==> src/hw/dmabm_pkg.sv <==
// Package with shared constants and types for the DMA bus-mode and request logic
package dmabm_pkg;
	localparam int DMABM_NUM_CH = 4;
	localparam int DMABM_EXT_CH = 2;
	localparam int DMABM_CLK_PERIOD_NS = 50;
	localparam int DMABM_DETECT_STATES = 3;
	localparam logic [1:0] DMABM_WAIT_LAST = 2'(DMABM_DETECT_STATES - 2);
	localparam logic [1:0] DMABM_PEND_MAX = 2'h2;
	localparam logic [3:0] DMABM_ONE_HOT0 = 4'h1;

	typedef enum logic {DMABM_CYCLE_STEAL, DMABM_BURST} dmabm_bus_mode_type;
	typedef enum logic [2:0] {DMABM_SRC_AUTO, DMABM_SRC_EXT, DMABM_SRC_SERIAL,
		DMABM_SRC_ANALOG0, DMABM_SRC_ANALOG1, DMABM_SRC_PERIPH} dmabm_src_type;
	typedef enum logic [1:0] {DMABM_SZ8, DMABM_SZ16, DMABM_SZ32, DMABM_SZ_BAD} dmabm_size_type;

	// One channel's setting, as held in the channel control registers
	typedef struct packed {
		logic enable;
		dmabm_bus_mode_type bus_mode_select;
		dmabm_src_type req_src;
		logic single_addr;
		logic level_detect;
		dmabm_size_type size;
		logic periph_involved;
	} dmabm_chcfg_type;
endpackage

==> src/hw/dmabm_arb.sv <==
// Channel arbiter with fixed or round-robin priority
`timescale 1ns/1ps
module dmabm_arb
	import dmabm_pkg::*;
(
	input wire logic i_sys_clk,
	input wire logic i_nrst,
	input wire logic i_ce,
	input wire logic i_rr_mode,
	input wire logic [3:0] i_req,
	input wire logic i_issue,
	output logic [1:0] o_grant_ch,
	output logic o_any
);
	logic [1:0] last_q, last_d;
	logic [1:0] cand;

	// Pick the first requesting channel; round robin starts after the last served one
	always_comb begin
		o_grant_ch = 2'h0;
		o_any = 1'b0;
		cand = 2'h0;
		for (int k = DMABM_NUM_CH; k > 0; k--) begin
			cand = i_rr_mode ? 2'(last_q + 2'(k)) : 2'(k - 1);
			if (i_req[cand]) begin
				o_grant_ch = cand;
				o_any = 1'b1;
			end
		end
		last_d = i_issue ? o_grant_ch : last_q;
	end

	// Last served channel drops to lowest priority
	always_ff @(posedge i_sys_clk or negedge i_nrst) begin
		if (!i_nrst) begin
			last_q <= 2'h3;
		end else if (i_ce) begin
			last_q <= last_d;
		end
	end
endmodule

==> src/hw/dmabm_sampler.sv <==
// External request sampler with detection delay and accept pulse
`timescale 1ns/1ps
module dmabm_sampler
	import dmabm_pkg::*;
(
	input wire logic i_sys_clk,
	input wire logic i_nrst,
	input wire logic i_ce,
	input wire logic i_enable,
	input wire logic i_level,
	input wire logic i_burst_edge,
	input wire logic i_dma_request_n,
	input wire logic i_rearm,
	input wire logic i_served,
	input wire logic i_chan_end,
	output logic o_pending,
	output logic o_accept
);
	typedef enum logic [1:0] {SMP_SAMPLE, SMP_WAIT, SMP_HOLD} dmabm_smp_type;
	dmabm_smp_type state_q, state_d;
	logic [1:0] cnt_q, cnt_d, pend_q, pend_d;
	logic prev_n_q, accept_q, accept_d, detect;

	// Detection, delay count and pending units
	always_comb begin
		state_d = state_q;
		cnt_d = cnt_q;
		pend_d = pend_q;
		accept_d = 1'b0;
		detect = i_level ? !i_dma_request_n : (prev_n_q && !i_dma_request_n);
		if (i_served && !i_burst_edge && pend_q != 2'h0) begin
			pend_d = 2'(pend_q - 2'h1);
		end
		case (state_q)
			SMP_SAMPLE: begin
				if (i_enable && detect) begin
					state_d = SMP_WAIT;
					cnt_d = 2'h0;
					accept_d = 1'b1;
				end
			end
			SMP_WAIT: begin
				cnt_d = 2'(cnt_q + 2'h1);
				if (cnt_q == DMABM_WAIT_LAST) begin
					state_d = SMP_HOLD;
					if (pend_d != DMABM_PEND_MAX) begin
						pend_d = 2'(pend_d + 2'h1);
					end
				end
			end
			SMP_HOLD: begin
				if (i_burst_edge) begin
					if (i_chan_end) begin
						state_d = SMP_SAMPLE;
					end
				end else if (i_rearm) begin
					state_d = SMP_SAMPLE;
				end
			end
			default: state_d = SMP_SAMPLE;
		endcase
		if (!i_enable || i_chan_end) begin
			pend_d = 2'h0;
			state_d = SMP_SAMPLE;
		end
	end

	// Sampler registers
	always_ff @(posedge i_sys_clk or negedge i_nrst) begin
		if (!i_nrst) begin
			state_q <= SMP_SAMPLE;
			cnt_q <= 2'h0;
			pend_q <= 2'h0;
			prev_n_q <= 1'b1;
			accept_q <= 1'b0;
		end else if (i_ce) begin
			state_q <= state_d;
			cnt_q <= cnt_d;
			pend_q <= pend_d;
			prev_n_q <= i_dma_request_n;
			accept_q <= accept_d;
		end
	end

	assign o_pending = pend_q != 2'h0;
	assign o_accept = accept_q;

	a_accept_delay: assert property (@(posedge i_sys_clk) disable iff (!i_nrst || !i_ce || i_chan_end || !i_enable)
		$rose(accept_q) && pend_q == 2'h0 && !i_served |-> !o_pending ##2 o_pending)
		else $error("request not pending three states after detection");
	a_edge_once: assert property (@(posedge i_sys_clk) disable iff (!i_nrst)
		state_q == SMP_HOLD && i_burst_edge && !i_chan_end && i_enable |=> !accept_d)
		else $error("second accept during an edge-started burst");
endmodule

==> src/hw/dmabm_ctrl.sv <==
// Bus-mode control, arbitration and external request handling for four DMA channels
`timescale 1ns/1ps
module dmabm_ctrl
	import dmabm_pkg::*;
(
	input wire logic i_sys_clk,
	input wire logic i_nrst,
	input wire logic i_ce,
	input wire dmabm_chcfg_type [DMABM_NUM_CH-1:0] i_cfg,
	input wire logic i_rr_mode,
	input wire logic [DMABM_NUM_CH-1:0] i_end_cond,
	input wire logic [DMABM_NUM_CH-1:0] i_int_req,
	input wire logic [DMABM_NUM_CH-1:0] i_periph_size_ok,
	input wire logic [DMABM_EXT_CH-1:0] i_dma_request_n,
	input wire logic i_bus_grant,
	input wire logic i_cyc_start,
	input wire logic i_cyc_done,
	output logic o_bus_req,
	output logic o_dma_cycle,
	output logic [1:0] o_dma_ch,
	output logic o_dummy,
	output logic [DMABM_NUM_CH-1:0] o_count_dec,
	output logic [DMABM_EXT_CH-1:0] o_request_accepted,
	output logic [DMABM_EXT_CH-1:0] o_transfer_ack,
	output logic [DMABM_NUM_CH-1:0] o_cfg_err
);
	typedef enum logic [1:0] {TOP_IDLE, TOP_ARB, TOP_OWN, TOP_XFER} dmabm_top_type;
	dmabm_top_type state_q, state_d;
	logic bus_req_q, bus_req_d, dma_q, dma_d, dummy_q, dummy_d;
	logic [1:0] ch_q, ch_d;
	logic [3:0] dec_q, dec_d, err_q, err_d, started_q, started_d;
	logic [1:0] transfer_acknowledge_output_q, transfer_acknowledge_output_d, request_accepted_output_q;
	logic [3:0] valid, cfg_bad;
	logic [1:0] ext_pend, ext_acc, rearm;
	logic [1:0] grant_ch;
	logic any_req, issue, burst_live;

	// Per-channel legality and request source; sampler on the external channels 0 and 1 only
	for (genvar c = 0; c < DMABM_NUM_CH; c++) begin : g_ch
		logic src_ext, src_ok;
		assign src_ext = i_cfg[c].req_src == DMABM_SRC_EXT;
		assign cfg_bad[c] = (src_ext && c >= DMABM_EXT_CH)
			|| (i_cfg[c].single_addr && (!src_ext || c >= DMABM_EXT_CH))
			|| (i_cfg[c].req_src == DMABM_SRC_SERIAL && i_cfg[c].bus_mode_select == DMABM_BURST)
			|| i_cfg[c].size == DMABM_SZ_BAD
			|| (i_cfg[c].periph_involved && !i_periph_size_ok[c]);
		if (c < DMABM_EXT_CH) begin : g_ext
			dmabm_sampler u_smp (
				.i_sys_clk(i_sys_clk),
				.i_nrst(i_nrst),
				.i_ce(i_ce),
				.i_enable(i_cfg[c].enable && src_ext && !cfg_bad[c]),
				.i_level(i_cfg[c].level_detect),
				.i_burst_edge(i_cfg[c].bus_mode_select == DMABM_BURST && !i_cfg[c].level_detect),
				.i_dma_request_n(i_dma_request_n[c]),
				.i_rearm(rearm[c]),
				.i_served(issue && grant_ch == 2'(c)),
				.i_chan_end(i_end_cond[c]),
				.o_pending(ext_pend[c]),
				.o_accept(ext_acc[c])
			);
			// Next sampling opens at the start of the bus cycle preceding the transfer
			assign rearm[c] = i_cyc_start && ext_pend[c];
			assign src_ok = src_ext ? ext_pend[c] : i_int_req[c];
		end else begin : g_int
			assign src_ok = i_int_req[c];
		end
		assign valid[c] = i_cfg[c].enable && !cfg_bad[c] && !i_end_cond[c] && src_ok;
	end

	dmabm_arb u_arb (
		.i_sys_clk(i_sys_clk),
		.i_nrst(i_nrst),
		.i_ce(i_ce),
		.i_rr_mode(i_rr_mode),
		.i_req(valid),
		.i_issue(issue),
		.o_grant_ch(grant_ch),
		.o_any(any_req)
	);

	// Ownership sequence: request bus, issue one unit per bus cycle, keep or release
	always_comb begin
		state_d = state_q;
		bus_req_d = bus_req_q;
		dma_d = dma_q;
		ch_d = ch_q;
		dummy_d = dummy_q;
		transfer_acknowledge_output_d = transfer_acknowledge_output_q;
		dec_d = 4'h0;
		started_d = started_q & valid;
		issue = 1'b0;
		burst_live = 1'b0;
		for (int k = 0; k < DMABM_NUM_CH; k++) begin
			if (valid[k] && i_cfg[k].bus_mode_select == DMABM_BURST) begin
				burst_live = 1'b1;
			end
		end
		case (state_q)
			TOP_IDLE: begin
				if (any_req) begin
					state_d = TOP_ARB;
					bus_req_d = 1'b1;
				end
			end
			TOP_ARB: begin
				if (!any_req) begin
					state_d = TOP_IDLE;
					bus_req_d = 1'b0;
				end else if (i_bus_grant) begin
					state_d = TOP_OWN;
				end
			end
			TOP_OWN: begin
				if (i_cyc_start) begin
					if (any_req) begin
						issue = 1'b1;
						state_d = TOP_XFER;
						dma_d = 1'b1;
						ch_d = grant_ch;
						dummy_d = i_cfg[grant_ch].single_addr && !started_q[grant_ch]
							&& i_cfg[grant_ch].bus_mode_select == DMABM_BURST;
						if (i_cfg[grant_ch].single_addr && !dummy_d && grant_ch < 2'(DMABM_EXT_CH)) begin
							transfer_acknowledge_output_d = 2'(DMABM_ONE_HOT0 << grant_ch);
						end
					end else begin
						state_d = TOP_IDLE;
						bus_req_d = 1'b0;
					end
				end
			end
			TOP_XFER: begin
				if (i_cyc_done) begin
					dma_d = 1'b0;
					transfer_acknowledge_output_d = 2'h0;
					dummy_d = 1'b0;
					started_d[ch_q] = 1'b1;
					if (!dummy_q) begin
						dec_d = DMABM_ONE_HOT0 << ch_q;
					end
					if (burst_live) begin
						state_d = TOP_OWN;
					end else begin
						state_d = TOP_IDLE;
						bus_req_d = 1'b0;
						started_d = 4'h0;
					end
				end
			end
			default: begin
				state_d = TOP_IDLE;
				bus_req_d = 1'b0;
			end
		endcase
		err_d = cfg_bad;
	end

	// Ownership registers and output flops
	always_ff @(posedge i_sys_clk or negedge i_nrst) begin
		if (!i_nrst) begin
			state_q <= TOP_IDLE;
			bus_req_q <= 1'b0;
			dma_q <= 1'b0;
			ch_q <= 2'h0;
			dummy_q <= 1'b0;
			transfer_acknowledge_output_q <= 2'h0;
			dec_q <= 4'h0;
			started_q <= 4'h0;
			err_q <= 4'h0;
			request_accepted_output_q <= 2'h0;
		end else if (i_ce) begin
			state_q <= state_d;
			bus_req_q <= bus_req_d;
			dma_q <= dma_d;
			ch_q <= ch_d;
			dummy_q <= dummy_d;
			transfer_acknowledge_output_q <= transfer_acknowledge_output_d;
			dec_q <= dec_d;
			started_q <= started_d;
			err_q <= err_d;
			request_accepted_output_q <= ext_acc;
		end
	end

	assign o_bus_req = bus_req_q;
	assign o_dma_cycle = dma_q;
	assign o_dma_ch = ch_q;
	assign o_dummy = dummy_q;
	assign o_count_dec = dec_q;
	assign o_transfer_ack = transfer_acknowledge_output_q;
	assign o_request_accepted = request_accepted_output_q;
	assign o_cfg_err = err_q;

	a_dummy_uncounted: assert property (@(posedge i_sys_clk) disable iff (!i_nrst || !i_ce)
		state_q == TOP_XFER && dummy_q && i_cyc_done |=> dec_q == 4'h0 && !dma_q)
		else $error("dummy cycle decremented the count");
	a_unit_counted: assert property (@(posedge i_sys_clk) disable iff (!i_nrst || !i_ce)
		state_q == TOP_XFER && !dummy_q && i_cyc_done |=> dec_q == (DMABM_ONE_HOT0 << $past(ch_q)))
		else $error("finished unit not counted on its channel");
	a_ack_span: assert property (@(posedge i_sys_clk) disable iff (!i_nrst)
		transfer_acknowledge_output_q != 2'h0 |-> dma_q && !dummy_q && transfer_acknowledge_output_q == 2'(DMABM_ONE_HOT0 << ch_q))
		else $error("acknowledge outside a real transfer cycle");
	a_ext_channels: assert property (@(posedge i_sys_clk) disable iff (!i_nrst || !i_ce)
		issue && i_cfg[grant_ch].req_src == DMABM_SRC_EXT |-> grant_ch < 2'(DMABM_EXT_CH))
		else $error("external request served on channel 2 or 3");
	a_serial_steal: assert property (@(posedge i_sys_clk) disable iff (!i_nrst || !i_ce)
		issue |-> !(i_cfg[grant_ch].req_src == DMABM_SRC_SERIAL && i_cfg[grant_ch].bus_mode_select == DMABM_BURST))
		else $error("serial-requested channel ran in burst mode");
	a_size_legal: assert property (@(posedge i_sys_clk) disable iff (!i_nrst || !i_ce)
		issue |-> i_cfg[grant_ch].size != DMABM_SZ_BAD)
		else $error("unit issued with illegal size");
	a_burst_holds: assert property (@(posedge i_sys_clk) disable iff (!i_nrst || !i_ce)
		state_q == TOP_XFER && i_cyc_done && burst_live |=> bus_req_q ##1 bus_req_q)
		else $error("bus released while a burst channel is active");
	a_steal_release: assert property (@(posedge i_sys_clk) disable iff (!i_nrst || !i_ce)
		state_q == TOP_XFER && i_cyc_done && !burst_live |=> !bus_req_q && state_q == TOP_IDLE)
		else $error("bus kept after a cycle-steal unit");
	a_ch0_first: assert property (@(posedge i_sys_clk) disable iff (!i_nrst || !i_ce)
		issue && valid[0] && !i_rr_mode |-> grant_ch == 2'h0)
		else $error("channel 0 request did not win under fixed priority");
endmodule

==> config.mk <==
export PLATFORM = sky130hd
export DESIGN_NAME = dmabm_ctrl
export DESIGN_NICKNAME = d
export VERILOG_FILES = /design/src/hw/dmabm_pkg.sv /design/src/hw/dmabm_arb.sv /design/src/hw/dmabm_sampler.sv /design/src/hw/dmabm_ctrl.sv
export SDC_FILE = /design/constraint.sdc
export NUM_CORES = 1
export LEC_CHECK = 0
export ABC_AREA = 1
export BUFFER_PORTS_ARGS = -buffer_cell sky130_fd_sc_hd__clkbuf_2
export CAP_MARGIN = 20
export CORE_MARGIN = 1
export CORE_UTILIZATION = 32
export DETAILED_ROUTE_END_ITERATION = 8
export GPL_TIMING_DRIVEN = 0
export PLACE_DENSITY = 0.51
export SLEW_MARGIN = 0
export SYNTH_ARGS = -nofsm -noshare
export SYNTH_HDL_FRONTEND = slang
export SYNTH_SLANG_ARGS = --single-unit
==> constraint.sdc <==
create_clock -name i_sys_clk -period 2.76 [get_ports i_sys_clk]
set_clock_uncertainty 0.05 [all_clocks]
set_input_delay 0.138 -clock i_sys_clk [delete_from_list [all_inputs] [get_ports i_sys_clk]]
set_output_delay 0.138 -clock i_sys_clk [all_outputs]
set_load 0.05 [all_outputs]
# After elaboration in Yosys (flattened, before gate mapping)
# Cells that the tools add are included.
# totals
out_inout_bits	17
wordCells	291
register_bits	41
# classes
mux	100
bitwise_logic	2
n_shift	2
add_sub_neg	9
eq_ne	41
magnitude_cmp	8
reduce_logical	108
# ops
op	count
two-way mux 2 bit	43
logical AND 1 bit	49
two-way mux 1 bit	34
AND reduction 5 bit	5
logical NOT 1 bit	24
two-way mux 4 bit	6
binary-select mux 10 bit (select 2 bit)	1
less-than comparator 2 x 3 -> 1 bit (second input constant)	6
== test 2 bit (second input constant)	8
logical OR 1 bit	16
!= test 2 bit (second input constant)	8
== test 2 x 1 -> 1 bit (second input constant)	6
== test 3 x 1 -> 1 bit (second input constant)	4
== test 3 x 2 -> 1 bit (second input constant)	4
!= test 3 x 1 -> 1 bit (second input constant)	4
one-hot mux 2 bit (2 select lines)	3
one-hot mux 2 bit (3 select lines)	2
adder 2 x 1 -> 2 bit (second input constant)	5
binary-select mux 1 bit (select 2 bit)	5
nonzero test 2 bit	5
two-way mux 9 bit	1
logical NOT 2 bit	4
!= test 4 x 1 -> 1 bit (second input constant)	2
!= test 4 bit (second input constant)	2
other kinds (18)	23

# Depth between registers and ports, before layout
# Gate-level depths: netlist (run 1).
# logic_depth
depth_word	28
mapped_depth	22
mapped_depth_nobuf	22

# Cells and area by module
# From an unflattened synthesis (run 1), not the netlist that was laid out.
# hier_totals
hier_cells	475
hier_area_um2	3195.6
# modules_own_cells
mod	cells_each	area_each_um2	n_inst
dmabm_ctrl	254	1762.9	1
dmabm_sampler (g_ch[0].g_ext.u_smp)	82	575.6	1
dmabm_sampler (g_ch[1].g_ext.u_smp)	81	558.0	1
dmabm_arb	58	299.0	1

# Worst setup path after synthesis (run 1)
# Ideal clock, no wire load.
# synth_timing
path_kind	register to register
from	register g_ch[1].g_ext.u_smp.pend_q[0]
to	register g_ch[0].g_ext.u_smp.pend_q[1]
arrival_ns	2.240
path_buffers	0
path_stages_with_launch	21
setup_ns	0.130
required_ns	2.580
slack_ns	0.340
path_cell_list	dfrtp_1 > inv_1 > ha_1 > nand4_1 > nand3b_1 > nor2_2 > nand2_1 > nand2_1 > a21oi_1 > nand2_2 > nand2_2 > nand2_2 > nand2_2 > nor2_4 > nand3_1 > and2_1 > ha_1 > nor2_1 > nor2_1 > nand2_1 > o21ai_1
# synth_via
elab_chain_len	21
word_cells_on_any_way	33
cone_classes	1 x add/sub; 1 x eq/ne; 25 x mux; 6 x reduce/logical
# synth_lines
element	line_no	rtl
start: declaration	dmabm_sampler.sv:21	logic [1:0] cnt_q, cnt_d, pend_q, pend_d;
start signal: assignment	dmabm_sampler.sv:79	pend_q <= pend_d;
nonzero test 2 bit (*)	dmabm_sampler.sv:85	assign o_pending = pend_q != 2'h0;
two-way mux 1 bit (*)	dmabm_ctrl.sv:64	assign src_ok = src_ext ? ext_pend[c] : i_int_req[c];
logical AND 1 bit (*)	dmabm_ctrl.sv:68	assign valid[c] = i_cfg[c].enable && !cfg_bad[c] && !i_end_cond[c] && src_ok;
binary-select mux 1 bit (select 2 bit)	dmabm_arb.sv:25	if (i_req[cand]) begin
two-way mux 1 bit (implied by the code)	dmabm_arb.sv:25	
two-way mux 1 bit (4 in a row)	dmabm_arb.sv:25	
two-way mux 1 bit	dmabm_ctrl.sv:116	if (any_req) begin
two-way mux 1 bit	dmabm_ctrl.sv:115	if (i_cyc_start) begin
two-way mux 1 bit	dmabm_ctrl.sv:99	case (state_q)
logical AND 1 bit (*)	dmabm_ctrl.sv:57	.i_served(issue && grant_ch == 2'(c)),
logical AND 1 bit (*) (2 in a row)	dmabm_sampler.sv:31	if (i_served && !i_burst_edge && pend_q != 2'h0) begin
two-way mux 2 bit (*)	dmabm_sampler.sv:31	
adder 2 x 1 -> 2 bit or != test 2 bit (tied branches)	dmabm_sampler.sv:47, dmabm_sampler.sv:46	
two-way mux 2 bit	dmabm_sampler.sv:46	if (pend_d != DMABM_PEND_MAX) begin
two-way mux 2 bit	dmabm_sampler.sv:44	if (cnt_q == DMABM_WAIT_LAST) begin
two-way mux 2 bit (*)	dmabm_sampler.sv:34	case (state_q)
two-way mux 2 bit (*)	dmabm_sampler.sv:62	if (!i_enable || i_chan_end) begin
end signal: assignment	dmabm_sampler.sv:79	
end: declaration	dmabm_sampler.sv:21	
# Every way passes the cells marked *; elsewhere a longest branch is shown, timed or not. The select of a mux whose other input is x is not followed.
# A chain may end at the register's enable or synchronous reset.

# Worst setup path after layout (run 1)
# Same ends and word-level chain as after synthesis.

==> results of run 1 <==
-- synthesized netlist by cell type, types with 3 or more instances --
cell,number
nand2_1,105
inv_1,60
nor2_1,43
dfrtp_1,37
nand3_1,35
o21ai_0,25
nand2_2,13
ha_1,11
a21oi_1,8
nand3_2,6
nor3_1,6
a22oi_1,5
inv_2,5
o21ai_1,5
a31oi_1,4
clkbuf_1,4
dfstp_2,4
a41oi_1,3
nor2_2,3
nor2_4,3
o21ai_2,3
-- cells by family (layout without fill, tap and decap cells) --
| family | count (synthesis) | count (layout) | synth area share (%) |
|---|---|---|---|
| AO/OA/AOI/OAI | 67 | 67 | 15.0 |
| buffers and inverters | 70 | 168 | 9.11 |
| AND/OR/NAND/NOR | 222 | 222 | 35.4 |
| adder cells (fa/ha/maj) | 11 | 11 | 4.77 |
| flip-flops | 41 | 41 | 35.8 |
-- area by class of cell --
class,instances,share of cell area (%)
flip-flops and latches,41,27.2
multi-input cells,300,45.5
inverters,66,6.55
well taps,108,3.57
repair buffers,90,13.6
plain buffers,4,0.397
clock inverters,2,0.992
clock buffers,6,2.18
-- registers in the layout, summed over array words and instances (netlist names), 4 cells and up --
signal and cells:
started_q 4, o_cfg_err 4, g_ch.g_ext.u_smp.pend_q 4, g_ch.g_ext.u_smp.cnt_q 4, o_count_dec 4, g_ch.g_ext.u_smp.state_q 4
-- metal layers --
metal | GRT usage (%) | share of wire [%] | wire length (um)
met2 | 30.1 | 49 | 3970
met5 | 0 | 0 | 0
met3 | 3.18 | 4.0 | 319
met1 | 21.2 | 45 | 3610
met4 | 5.05 | 1.7 | 140
-- placed cells by master (no fill, tap or decap), drive strengths merged, types with 3 or more instances in the layout --
cell and count:
a21oi 8, a22oi 5, a31oi 4, a41oi 3, buf 12, clkbuf 85
dfrtp 37, dfstp 4, dlygate4sd3 3, ha 11, inv 65, nand2 119
nand3 41, nor2 49, nor3 7, o21ai 33, o22ai 3
-- through the flow --
step	util (%)	std cells
finish	43.4	617
floorplan	-	411
detailed placement	38.9	594
CTS	40.6	605
global placement	38.9	594
global route	43.4	617
-- worst register-to-register path: stages (launching register included) --
cell,delay (ns)
dfrtp_1,0.37
inv_2,0.06
ha_4,0.16
nand4_1,0.06
nand3b_1,0.15
nor2_4,0.19
nand2_2,0.09
nand2_2,0.08
a21oi_2,0.06
nand2_2,0.10
nand2_2,0.08
nand2_2,0.09
nand2_4,0.07
nor2_4,0.17
nand2_2,0.08
nand2_2,0.07
and2_4,0.15
ha_4,0.19
nor2_1,0.08
nor2_1,0.04
nand2_1,0.05
o21ai_1,0.05
-- path summary, 6_finish.rpt --
| path | from | endpoint | slack, ns | cells past startpoint |
|---|---|---|---|---|
| hold / removal | i_cfg[37] | o_cfg_err[3] | 0.06 | 4 |
| setup reg to reg | g_ch[1].g_ext.u_smp.pend_q[0] | g_ch[0].g_ext.u_smp.pend_q[1] | 0.14 | 21 |
| min in group asynchronous | i_nrst | o_bus_req | 0.31 | 2 |
| hold reg to reg | g_ch[1].g_ext.u_smp.prev_n_q | g_ch[1].g_ext.u_smp.prev_n_q | 0.42 | 2 |
| setup / recovery | g_ch[1].g_ext.u_smp.pend_q[0] | g_ch[0].g_ext.u_smp.pend_q[1] | 0.14 | 21 |
| max in group asynchronous | i_nrst | u_arb.last_q[0] | 1.74 | 3 |
-- power groups by stage --
stage	registers, uW	logic (uW)	clock network [uW]
detailed placement	771	739	0
finish	760	800	542
global route	771	883	571
global placement	767	733	0
CTS	760	744	553
floorplan	894	399	0
-- repair_timing --
action                                 in CTS  in global routing
endpoints found under the hold margin       2                 17
gates resized for setup                     1                 34
hold buffers                                2                  1
setup endpoints to repair                   2                  4
buffers inserted                            1                 10
pin swaps                                   1                 23
==> reports/metrics.json, run 1 <==
{
  "synth_top_cell_area_share_pct": 32.1,
  "p_int_uw": 1250,
  "setup_tns_ns": 0,
  "placed_area_um2": 3390,
  "tritoncts": "built",
  "max_stage_delay_ns": 0.37,
  "synth-seq-area-share_pct": 35.8,
  "timing.final.max_slew_violations": 0,
  "first_pass_grt_wire_length_um": 13000,
  "postSynthNetCount": 483,
  "area_growth_syn_to_fin_pct": 31.3,
  "route.detailed.drc": 0,
  "first_pass_iters": 4,
  "hpwl_um": 6180,
  "worst-slew-pin-transition_ns": 0.609,
  "setup_viol_count_final": 0,
  "port_buffers": 75,
  "drt-vias-per-instance": 4.79,
  "cts.root.buffer_cell": "clkbuf_8",
  "antennaDiodeCount": 0,
  "first_iter_violations": 109,
  "synthesis.yosys.warnings": 0,
  "route.vias.total": 2955,
  "slew_headroom_pct": 59.4,
  "cts.htree.levels": 2,
  "globalRouteOverflowTotal": 0,
  "fillerInstances": 917,
  "wl_per_cell_um": 13.0,
  "synth_cell_types": 38,
  "worst_ir_drop_on_vdd_mv": 0.216,
  "critPathRequiredTime_ns": 2.89,
  "placementRows": 34,
  "nets": 580,
  "maxCapViolCount": 0,
  "share_comb_of_total_power_pct": 38.1,
  "synth_top_area_cell": "dfrtp_1",
  "grt_antenna_before_repair": 0,
  "fp.dieArea_um2": 9390,
  "gp_congestion": 0.842,
  "run_status": "finished, final reports clean",
  "final_cell_area_um2": 3780,
  "power.share.switching_pct": 40.3,
  "timing.critical_path.to_type": "flip-flop",
  "fin_ws_ns": 0.141,
  "worstSkewPairLatency_ns": 0.31,
  "wl_um": 8050,
  "dieWidth_um": 96.9,
  "critical-path-slowest-cell": "dfrtp_1",
  "post_route_cells_drive_above_1_share_pct": 32.0,
  "cells_taking_the_most_area_after_synthesis": "dfrtp_1 32%, nand2_1 14%, inv_1 7.8%",
  "critical_path.top_delay_family": "simple AND/OR/NAND/NOR gates",
  "finalCriticalPeriod_ns": 2.62,
  "number_of_top_level_pins": 78,
  "synth_flop_cell": "dfrtp_1",
  "numCtsBuffers": 5,
  "seqCellArea_um2": 1030,
  "p_per_area_nw_per_um2": 555,
  "report.final.hold_viol_count": 0,
  "critical-path-top-cell-by-count": "nand2_2",
  "ys_ff_latch": 41,
  "clk_pin_slew_ns": 0.10,
  "sequentialPowerShare_pct": 36.2,
  "floorplan.core_area_um2": 8720,
  "grt_setup_unrepaired": "true",
  "pin_count_of_the_biggest_net_entering_global_routing": 42,
  "syn_area_per_cell_um2": 7.01,
  "synth_enable_flop_cells": 0,
  "floorplan.initialDensity_pct": 33.1,
  "critical_path.max_fanout": 4,
  "total_standard_cell_area_after_synthesis_um2": 2880,
  "async_flop_share_pct": 100,
  "final_antenna_net_count": 0,
  "critPathKind": "flip-flop to flip-flop",
  "first_global_vias": 2826,
  "timing.hold.worst.class": "input pin to flip-flop",
  "design_power_total_uw": 2100,
  "timing.critical_path.cells": "inv_2 -> ha_4 -> nand4_1 -> nand3b_1 -> nor2_4 -> nand2_2 -> nand2_2 -> a21oi_2 -> nand2_2 -> nand2_2 -> nand2_2 -> nand2_4 -> nor2_4 -> nand2_2 -> nand2_2 -> and2_4 -> ha_4 -> nor2_1 -> nor2_1 -> nand2_1 -> o21ai_1",
  "highest_attainable_clock_frequency_ghz": 0.382,
  "crit_path_start_kind": "flip-flop",
  "power_leakage_uw": 0.00201,
  "power.net_switching_uw": 847,
  "clkPwrFrac_pct": 25.8,
  "timing.critical_path.arrival_ns": 2.75,
  "multi_input_area_um2": 1720,
  "hold_ws_ns": 0.0646,
  "max_clock_buf_depth": 2,
  "dp_slack_ns": -0.0132,
  "portion_of_the_clock_cycle_consumed_by_the_worst_path_in_the_final_layout_pct": 94.9,
  "die_height_um": 96.9,
  "synth_cells": 411,
  "timing.critical_path.buf_inv": 1,
  "cts_sink_count": 41,
  "gr-usage-all-layers_pct": 17.1
}
(Power assumes the default switching activity.)
==> run 2, diff against run 1 <==
--- a/config.mk
+++ b/config.mk
@@ -8,7 +8,8 @@
 export ABC_AREA = 1
 export BUFFER_PORTS_ARGS = -buffer_cell sky130_fd_sc_hd__clkbuf_2
 export CAP_MARGIN = 20
-export CORE_MARGIN = 1
+export CORE_ASPECT_RATIO = 0.5
+export CORE_MARGIN = 2
 export CORE_UTILIZATION = 32
 export DETAILED_ROUTE_END_ITERATION = 8
 export GPL_TIMING_DRIVEN = 0
==> run 2 against run 1 <==
Against the previous run:
- total power grew 9.4%
- sequential cell count is the same
- first-iteration DRC count grew 12%
- via count shrank 0.98%
- clock power grew 29%
- register-to-register slack lost 0.09 ns
- critical path type unchanged
==> reports/metrics.json, run 2 (same netlist as run 1, synthesis figures left out) <==
{
  "finalCriticalPeriod_ns": 2.71,
  "grt_setup_unrepaired": "true",
  "crit_path_start_kind": "flip-flop",
  "hpwl_um": 6310,
  "timing.hold.worst.class": "input pin to flip-flop",
  "first_global_vias": 2817,
  "worst_r2r_startpoint": "g_ch[1].g_ext.u_smp.pend_q[0]",
  "maxCapViolCount": 0,
  "cts.root.buffer_cell": "clkbuf_16",
  "final_cell_area_um2": 3880,
  "reg2reg_slack_ns": 0.05,
  "power_leakage_uw": 0.00204,
  "first_pass_grt_wire_length_um": 13500,
  "run_status": "finished, final reports clean",
  "numCtsBuffers": 5,
  "clk_pin_slew_ns": 0.06,
  "gr-usage-all-layers_pct": 17.2,
  "floorplan.core_area_um2": 8740,
  "final_common_cell": "nand2_1",
  "wl_per_cell_um": 13.0,
  "slew_headroom_pct": 62.9,
  "globalRouteOverflowTotal": 0,
  "p_per_area_nw_per_um2": 592,
  "setup_tns_ns": 0,
  "drt-vias-per-instance": 4.65,
  "grt_antenna_before_repair": 0,
  "route.detailed.drc": 0,
  "critPathKind": "flip-flop to flip-flop",
  "antennaDiodeCount": 0,
  "min-delay-start": "i_dma_request_n[1]",
  "worst_hold_path.num_cells": 3,
  "first_iter_violations": 122,
  "dieWidth_um": 138,
  "max_clock_buf_depth": 2,
  "area_growth_syn_to_fin_pct": 34.7,
  "highest_attainable_clock_frequency_ghz": 0.370,
  "placed_area_um2": 3420,
  "report.final.hold_viol_count": 0,
  "worstRegToRegCells": 21,
  "die_height_um": 71.1,
  "placementRows": 24,
  "cts_sink_count": 41,
  "tritoncts": "built",
  "fillerInstances": 928,
  "setup_viol_count_final": 0,
  "layout.cells.most_common_list": "95 x nand2_1, 75 x clkbuf_2, 57 x inv_1, 37 x nor2_1, 37 x dfrtp_1",
  "gp_congestion": 0.834,
  "portion_of_the_clock_cycle_consumed_by_the_worst_path_in_the_final_layout_pct": 98.0,
  "worst-slew-pin-transition_ns": 0.557,
  "critPathRequiredTime_ns": 2.87,
  "number_of_top_level_pins": 78,
  "fp.dieArea_um2": 9830,
  "port_buffers": 75,
  "pin_count_of_the_biggest_net_entering_global_routing": 23,
  "timing.critical_path.arrival_ns": 2.81,
  "critical_path.max_fanout": 4,
  "timing.final.max_slew_violations": 0,
  "worst_ir_drop_on_vdd_mv": 0.344,
  "nets": 583,
  "first_pass_iters": 4,
  "wl_um": 8200,
  "min_delay_worst_endpoint": "g_ch[1].g_ext.u_smp.prev_n_q",
  "cts.htree.levels": 2,
  "post_route_cells_drive_above_1_share_pct": 33.0,
  "final_antenna_net_count": 0,
  "terminus_of_the_critical_flop_to_flop_path": "g_ch[0].g_ext.u_smp.pend_q[1]",
  "route.vias.total": 2926,
  "floorplan.initialDensity_pct": 33.0,
  "worstSkewPairLatency_ns": 0.29,
  "timing.critical_path.to_type": "flip-flop"
}
-- run 2: worst max-delay path by stage --
| stage | from | endpoint | slack (ns) | cells past startpoint |
|---|---|---|---|---|
| 6_report | g_ch[1].g_ext.u_smp.pend_q[0] | g_ch[0].g_ext.u_smp.pend_q[1] | 0.05 | 21 |
| 3_3_place_gp | g_ch[1].g_ext.u_smp.pend_q[0] | g_ch[0].g_ext.u_smp.pend_q[1] | -0.05 | 16 |
| 4_1_cts | g_ch[1].g_ext.u_smp.pend_q[0] | g_ch[0].g_ext.u_smp.pend_q[1] | 0.01 | 19 |
| 5_1_grt | g_ch[1].g_ext.u_smp.pend_q[0] | g_ch[0].g_ext.u_smp.pend_q[1] | -0.17 | 21 |
| 3_5_place_dp | g_ch[1].g_ext.u_smp.pend_q[0] | g_ch[0].g_ext.u_smp.pend_q[1] | -0.09 | 16 |
| 2_1_floorplan | g_ch[1].g_ext.u_smp.pend_q[0] | g_ch[0].g_ext.u_smp.pend_q[1] | 0.34 | 20 |
-- run 2: final cells by class --
type	count	area, um2	area share, %
buffer	4	15.0	0.387
inverter	66	248	6.38
sequential	41	1030	26.5
tap	117	146	3.77
timing repair buffer	93	538	13.9
clock buffer	7	143	3.67
clock inverter	1	30.0	0.773
multi-input combinational	300	1730	44.6
-- run 2: layer usage --
layer  up-vias  global-route usage [%]  share of wire, %
met2        37                    28.1                45
li1       1534                       -                 -
met3         9                    3.45               3.8
met5         -                       0                 0
met1      1346                    24.0                50
met4         0                    3.29               1.0
-- run 2: what timing repair did --
item | 4_1_cts | 5_1_grt
endpoints found under the hold margin | 17 | 0
setup endpoints to repair | 3 | 4
resized for setup | 9 | 29
pin swaps | 5 | 25
hold buffers | 1 | 0
buffers inserted | 2 | 14
-- run 2: power by group --
part           leakage, uW  internal [uW]  switching (uW)
sequential        0.000512            694            68.5
clock            0.0000841            452             246
combinational      0.00145            293             546
-- run 2: worst max-delay path, cell delays in order (launching register included) --
cell	delay [ns]
dfrtp_1	0.37
inv_2	0.07
ha_4	0.16
nand4_1	0.08
nand3b_1	0.17
nor2_4	0.21
nand2_2	0.08
nand2_2	0.09
a21oi_2	0.05
nand2_2	0.10
nand2_2	0.07
nand2_2	0.11
nand2_4	0.07
nor2_4	0.17
nand2_2	0.09
nand2_2	0.07
and2_4	0.15
ha_4	0.19
nor2_2	0.07
nor2_1	0.05
nand2_1	0.06
o21ai_1	0.06
-- run 2: stage by stage --
step | hold WS, ns | worst slack [ns] | power (uW) | util, % | instances
floorplan | -0.208 | 0.340 | 1290 | - | 411
global placement | 0.303 | -0.0492 | 1510 | 39.0 | 603
detailed placement | 0.110 | -0.0877 | 1510 | 39.2 | 604
CTS | 0.000286 | 0.0132 | 2240 | 41.7 | 615
global route | 0.0163 | -0.175 | 2440 | 44.4 | 629
finish | 0.00550 | 0.0549 | 2300 | 44.4 | 629
==> run 3, diff against run 2 <==
--- a/config.mk
+++ b/config.mk
@@ -8,12 +8,14 @@
 export ABC_AREA = 1
 export BUFFER_PORTS_ARGS = -buffer_cell sky130_fd_sc_hd__clkbuf_2
 export CAP_MARGIN = 20
+export CELL_PAD_IN_SITES_DETAIL_PLACEMENT = 0
+export CELL_PAD_IN_SITES_GLOBAL_PLACEMENT = 1
 export CORE_ASPECT_RATIO = 0.5
 export CORE_MARGIN = 2
 export CORE_UTILIZATION = 32
 export DETAILED_ROUTE_END_ITERATION = 8
 export GPL_TIMING_DRIVEN = 0
-export PLACE_DENSITY = 0.51
+export PLACE_DENSITY = 0.69
 export SLEW_MARGIN = 0
 export SYNTH_ARGS = -nofsm -noshare
 export SYNTH_HDL_FRONTEND = slang
==> run 3 against run 2 <==
Against the previous run:
- critical endpoint unchanged
- design area is 1.1% lower
- total power is 6.0% lower
- utilization is 0.49 points lower
- combinational power is 2% lower
- worst hold slack worse by 0.0012 ns
- sequential cell count stayed put
- largest power group unchanged
==> reports/metrics.json, run 3 (same netlist as run 1, synthesis figures left out) <==
{
  "report.final.hold_viol_count": 0,
  "timing.critical_path.from": "g_ch[1].g_ext.u_smp.pend_q[0]",
  "drt-vias-per-instance": 4.71,
  "fp.dieArea_um2": 9830,
  "area_growth_syn_to_fin_pct": 33.2,
  "route.vias.total": 2973,
  "final_common_cell": "nand2_1",
  "worstSkewPairLatency_ns": 0.29,
  "slew_headroom_pct": 61.8,
  "final_antenna_net_count": 0,
  "wl_per_cell_um": 13.4,
  "die_height_um": 71.1,
  "crit_path_start_kind": "flip-flop",
  "run_status": "finished, final reports clean",
  "design_power_total_uw": 2160,
  "dp_slack_ns": -0.186,
  "timing.critical_path.arrival_ns": 2.76,
  "hold_ws_ns": 0.00429,
  "first_pass_iters": 4,
  "clk_pin_slew_ns": 0.06,
  "post_route_cells_drive_above_1_share_pct": 33.1,
  "critical_path.top_delay_family": "simple AND/OR/NAND/NOR gates",
  "fin_ws_ns": 0.104,
  "cts.htree.levels": 2,
  "first_iter_violations": 163,
  "maxCapViolCount": 0,
  "power_leakage_uw": 0.00203,
  "nets": 585,
  "max_clock_buf_depth": 2,
  "antennaDiodeCount": 0,
  "worst-slew-pin-transition_ns": 0.573,
  "first_global_vias": 2860,
  "gp_congestion": 0.805,
  "placed_area_um2": 3420,
  "cts_sink_count": 41,
  "placementRows": 24,
  "floorplan.initialDensity_pct": 33.0,
  "final_cell_area_um2": 3840,
  "pin_count_of_the_biggest_net_entering_global_routing": 27,
  "port_buffers": 75,
  "gr-usage-all-layers_pct": 17.7,
  "p_per_area_nw_per_um2": 563,
  "portion_of_the_clock_cycle_consumed_by_the_worst_path_in_the_final_layout_pct": 96.2,
  "number_of_top_level_pins": 78,
  "first_pass_grt_wire_length_um": 13900,
  "critPathKind": "flip-flop to flip-flop",
  "setup_tns_ns": 0,
  "worst_r2r_startpoint": "g_ch[1].g_ext.u_smp.pend_q[0]",
  "route.detailed.drc": 0,
  "dieWidth_um": 138,
  "critical_path.max_fanout": 4,
  "critical-path-top-cell-by-count": "nand2_2",
  "timing.critical_path.buf_inv": 1,
  "timing.critical_path.to_type": "flip-flop",
  "timing.final.max_slew_violations": 0,
  "timing.critical_path.cells": "inv_2 -> ha_4 -> nand4_1 -> nand3b_1 -> nor2_4 -> nand2_2 -> nand2_2 -> a21oi_2 -> nand2_2 -> nand2_2 -> nand2_2 -> nand2_4 -> nor2_4 -> nand2_2 -> nand2_2 -> and2_4 -> ha_4 -> nor2_2 -> nor2_1 -> nand2_1 -> o21ai_1",
  "critical-path-slowest-cell": "dfrtp_1",
  "hpwl_um": 6490,
  "grt_setup_unrepaired": "true",
  "grt_antenna_before_repair": 0,
  "worst_ir_drop_on_vdd_mv": 0.271,
  "layout.cells.most_common_list": "96 x nand2_1, 75 x clkbuf_2, 57 x inv_1, 38 x nor2_1, 37 x dfrtp_1",
  "finalCriticalPeriod_ns": 2.66,
  "cts.root.buffer_cell": "clkbuf_16",
  "wl_um": 8430,
  "critPathRequiredTime_ns": 2.87,
  "setup_viol_count_final": 0,
  "tritoncts": "built",
  "max_stage_delay_ns": 0.37,
  "floorplan.core_area_um2": 8740,
  "timing.hold.worst.class": "input pin to flip-flop",
  "highest_attainable_clock_frequency_ghz": 0.377,
  "numCtsBuffers": 5,
  "min-delay-start": "i_dma_request_n[1]",
  "globalRouteOverflowTotal": 0
}
==> run 3: worst reg2reg max path: cells and delay by family, from the launching register on <==
kind / cells / cell delay (ns)
and+or+nand+nor: 16 / 1.59
DFF: 1 / 0.37
buffers and inverters: 1 / 0.06
adders and majority gates: 2 / 0.35
AOI/OAI and AO/OA: 2 / 0.10
==> run 3: what timing repair did <==
item,in CTS,in global routing
endpoints found under the hold margin,13,0
pin swaps,7,23
hold buffers,1,0
resized for setup,16,19
setup endpoints to repair,4,4
buffers inserted,8,10
==> run 3: area by class of cell <==
cell class              instances  area [um2]
plain buffers                   4        15.0
clock buffers                   6         129
clock inverters                 2        10.0
fillers                       912        4900
inverters                      66         248
multi-input cells             300        1720
flip-flops and latches         41        1030
well taps                     117         146
repair buffers                 95         541
==> run 3: report_power, final <==
part	leakage (uW)	switching, uW	internal (uW)
Sequential	0.000512	64.3	693
Clock	0.0000706	245	333
Combinational	0.00145	542	284
==> run 3: worst paths after layout <==
path,end,slack [ns],cells past startpoint
max reg2reg,g_ch[0].g_ext.u_smp.pend_q[1],0.10,21
min in group asynchronous,g_ch[1].g_ext.u_smp.cnt_q[0],0.29,2
max in group asynchronous,u_arb.last_q[0],1.80,3
min,g_ch[1].g_ext.u_smp.prev_n_q,0.004,3
min reg2reg,o_transfer_ack[0],0.42,2
max,g_ch[0].g_ext.u_smp.pend_q[1],0.10,21
==> run 3: routing by layer <==
layer / wire, um / share of wire (%) / global-route usage, % / vias to the layer above
met5: 0 / 0 / 0 / -
met4: 57 / 0.68 / 3.40 / 0
met3: 368 / 4.4 / 2.98 / 7
met2: 3860 / 46 / 29.4 / 40
met1: 4150 / 49 / 24.7 / 1388
li1: - / - / - / 1538
==> run 3: through the flow <==
stage	util, %	cells
finish	44.0	631
global route	44.0	631
global placement	39.0	603
CTS	42.2	621
detailed placement	39.2	604
floorplan	-	411
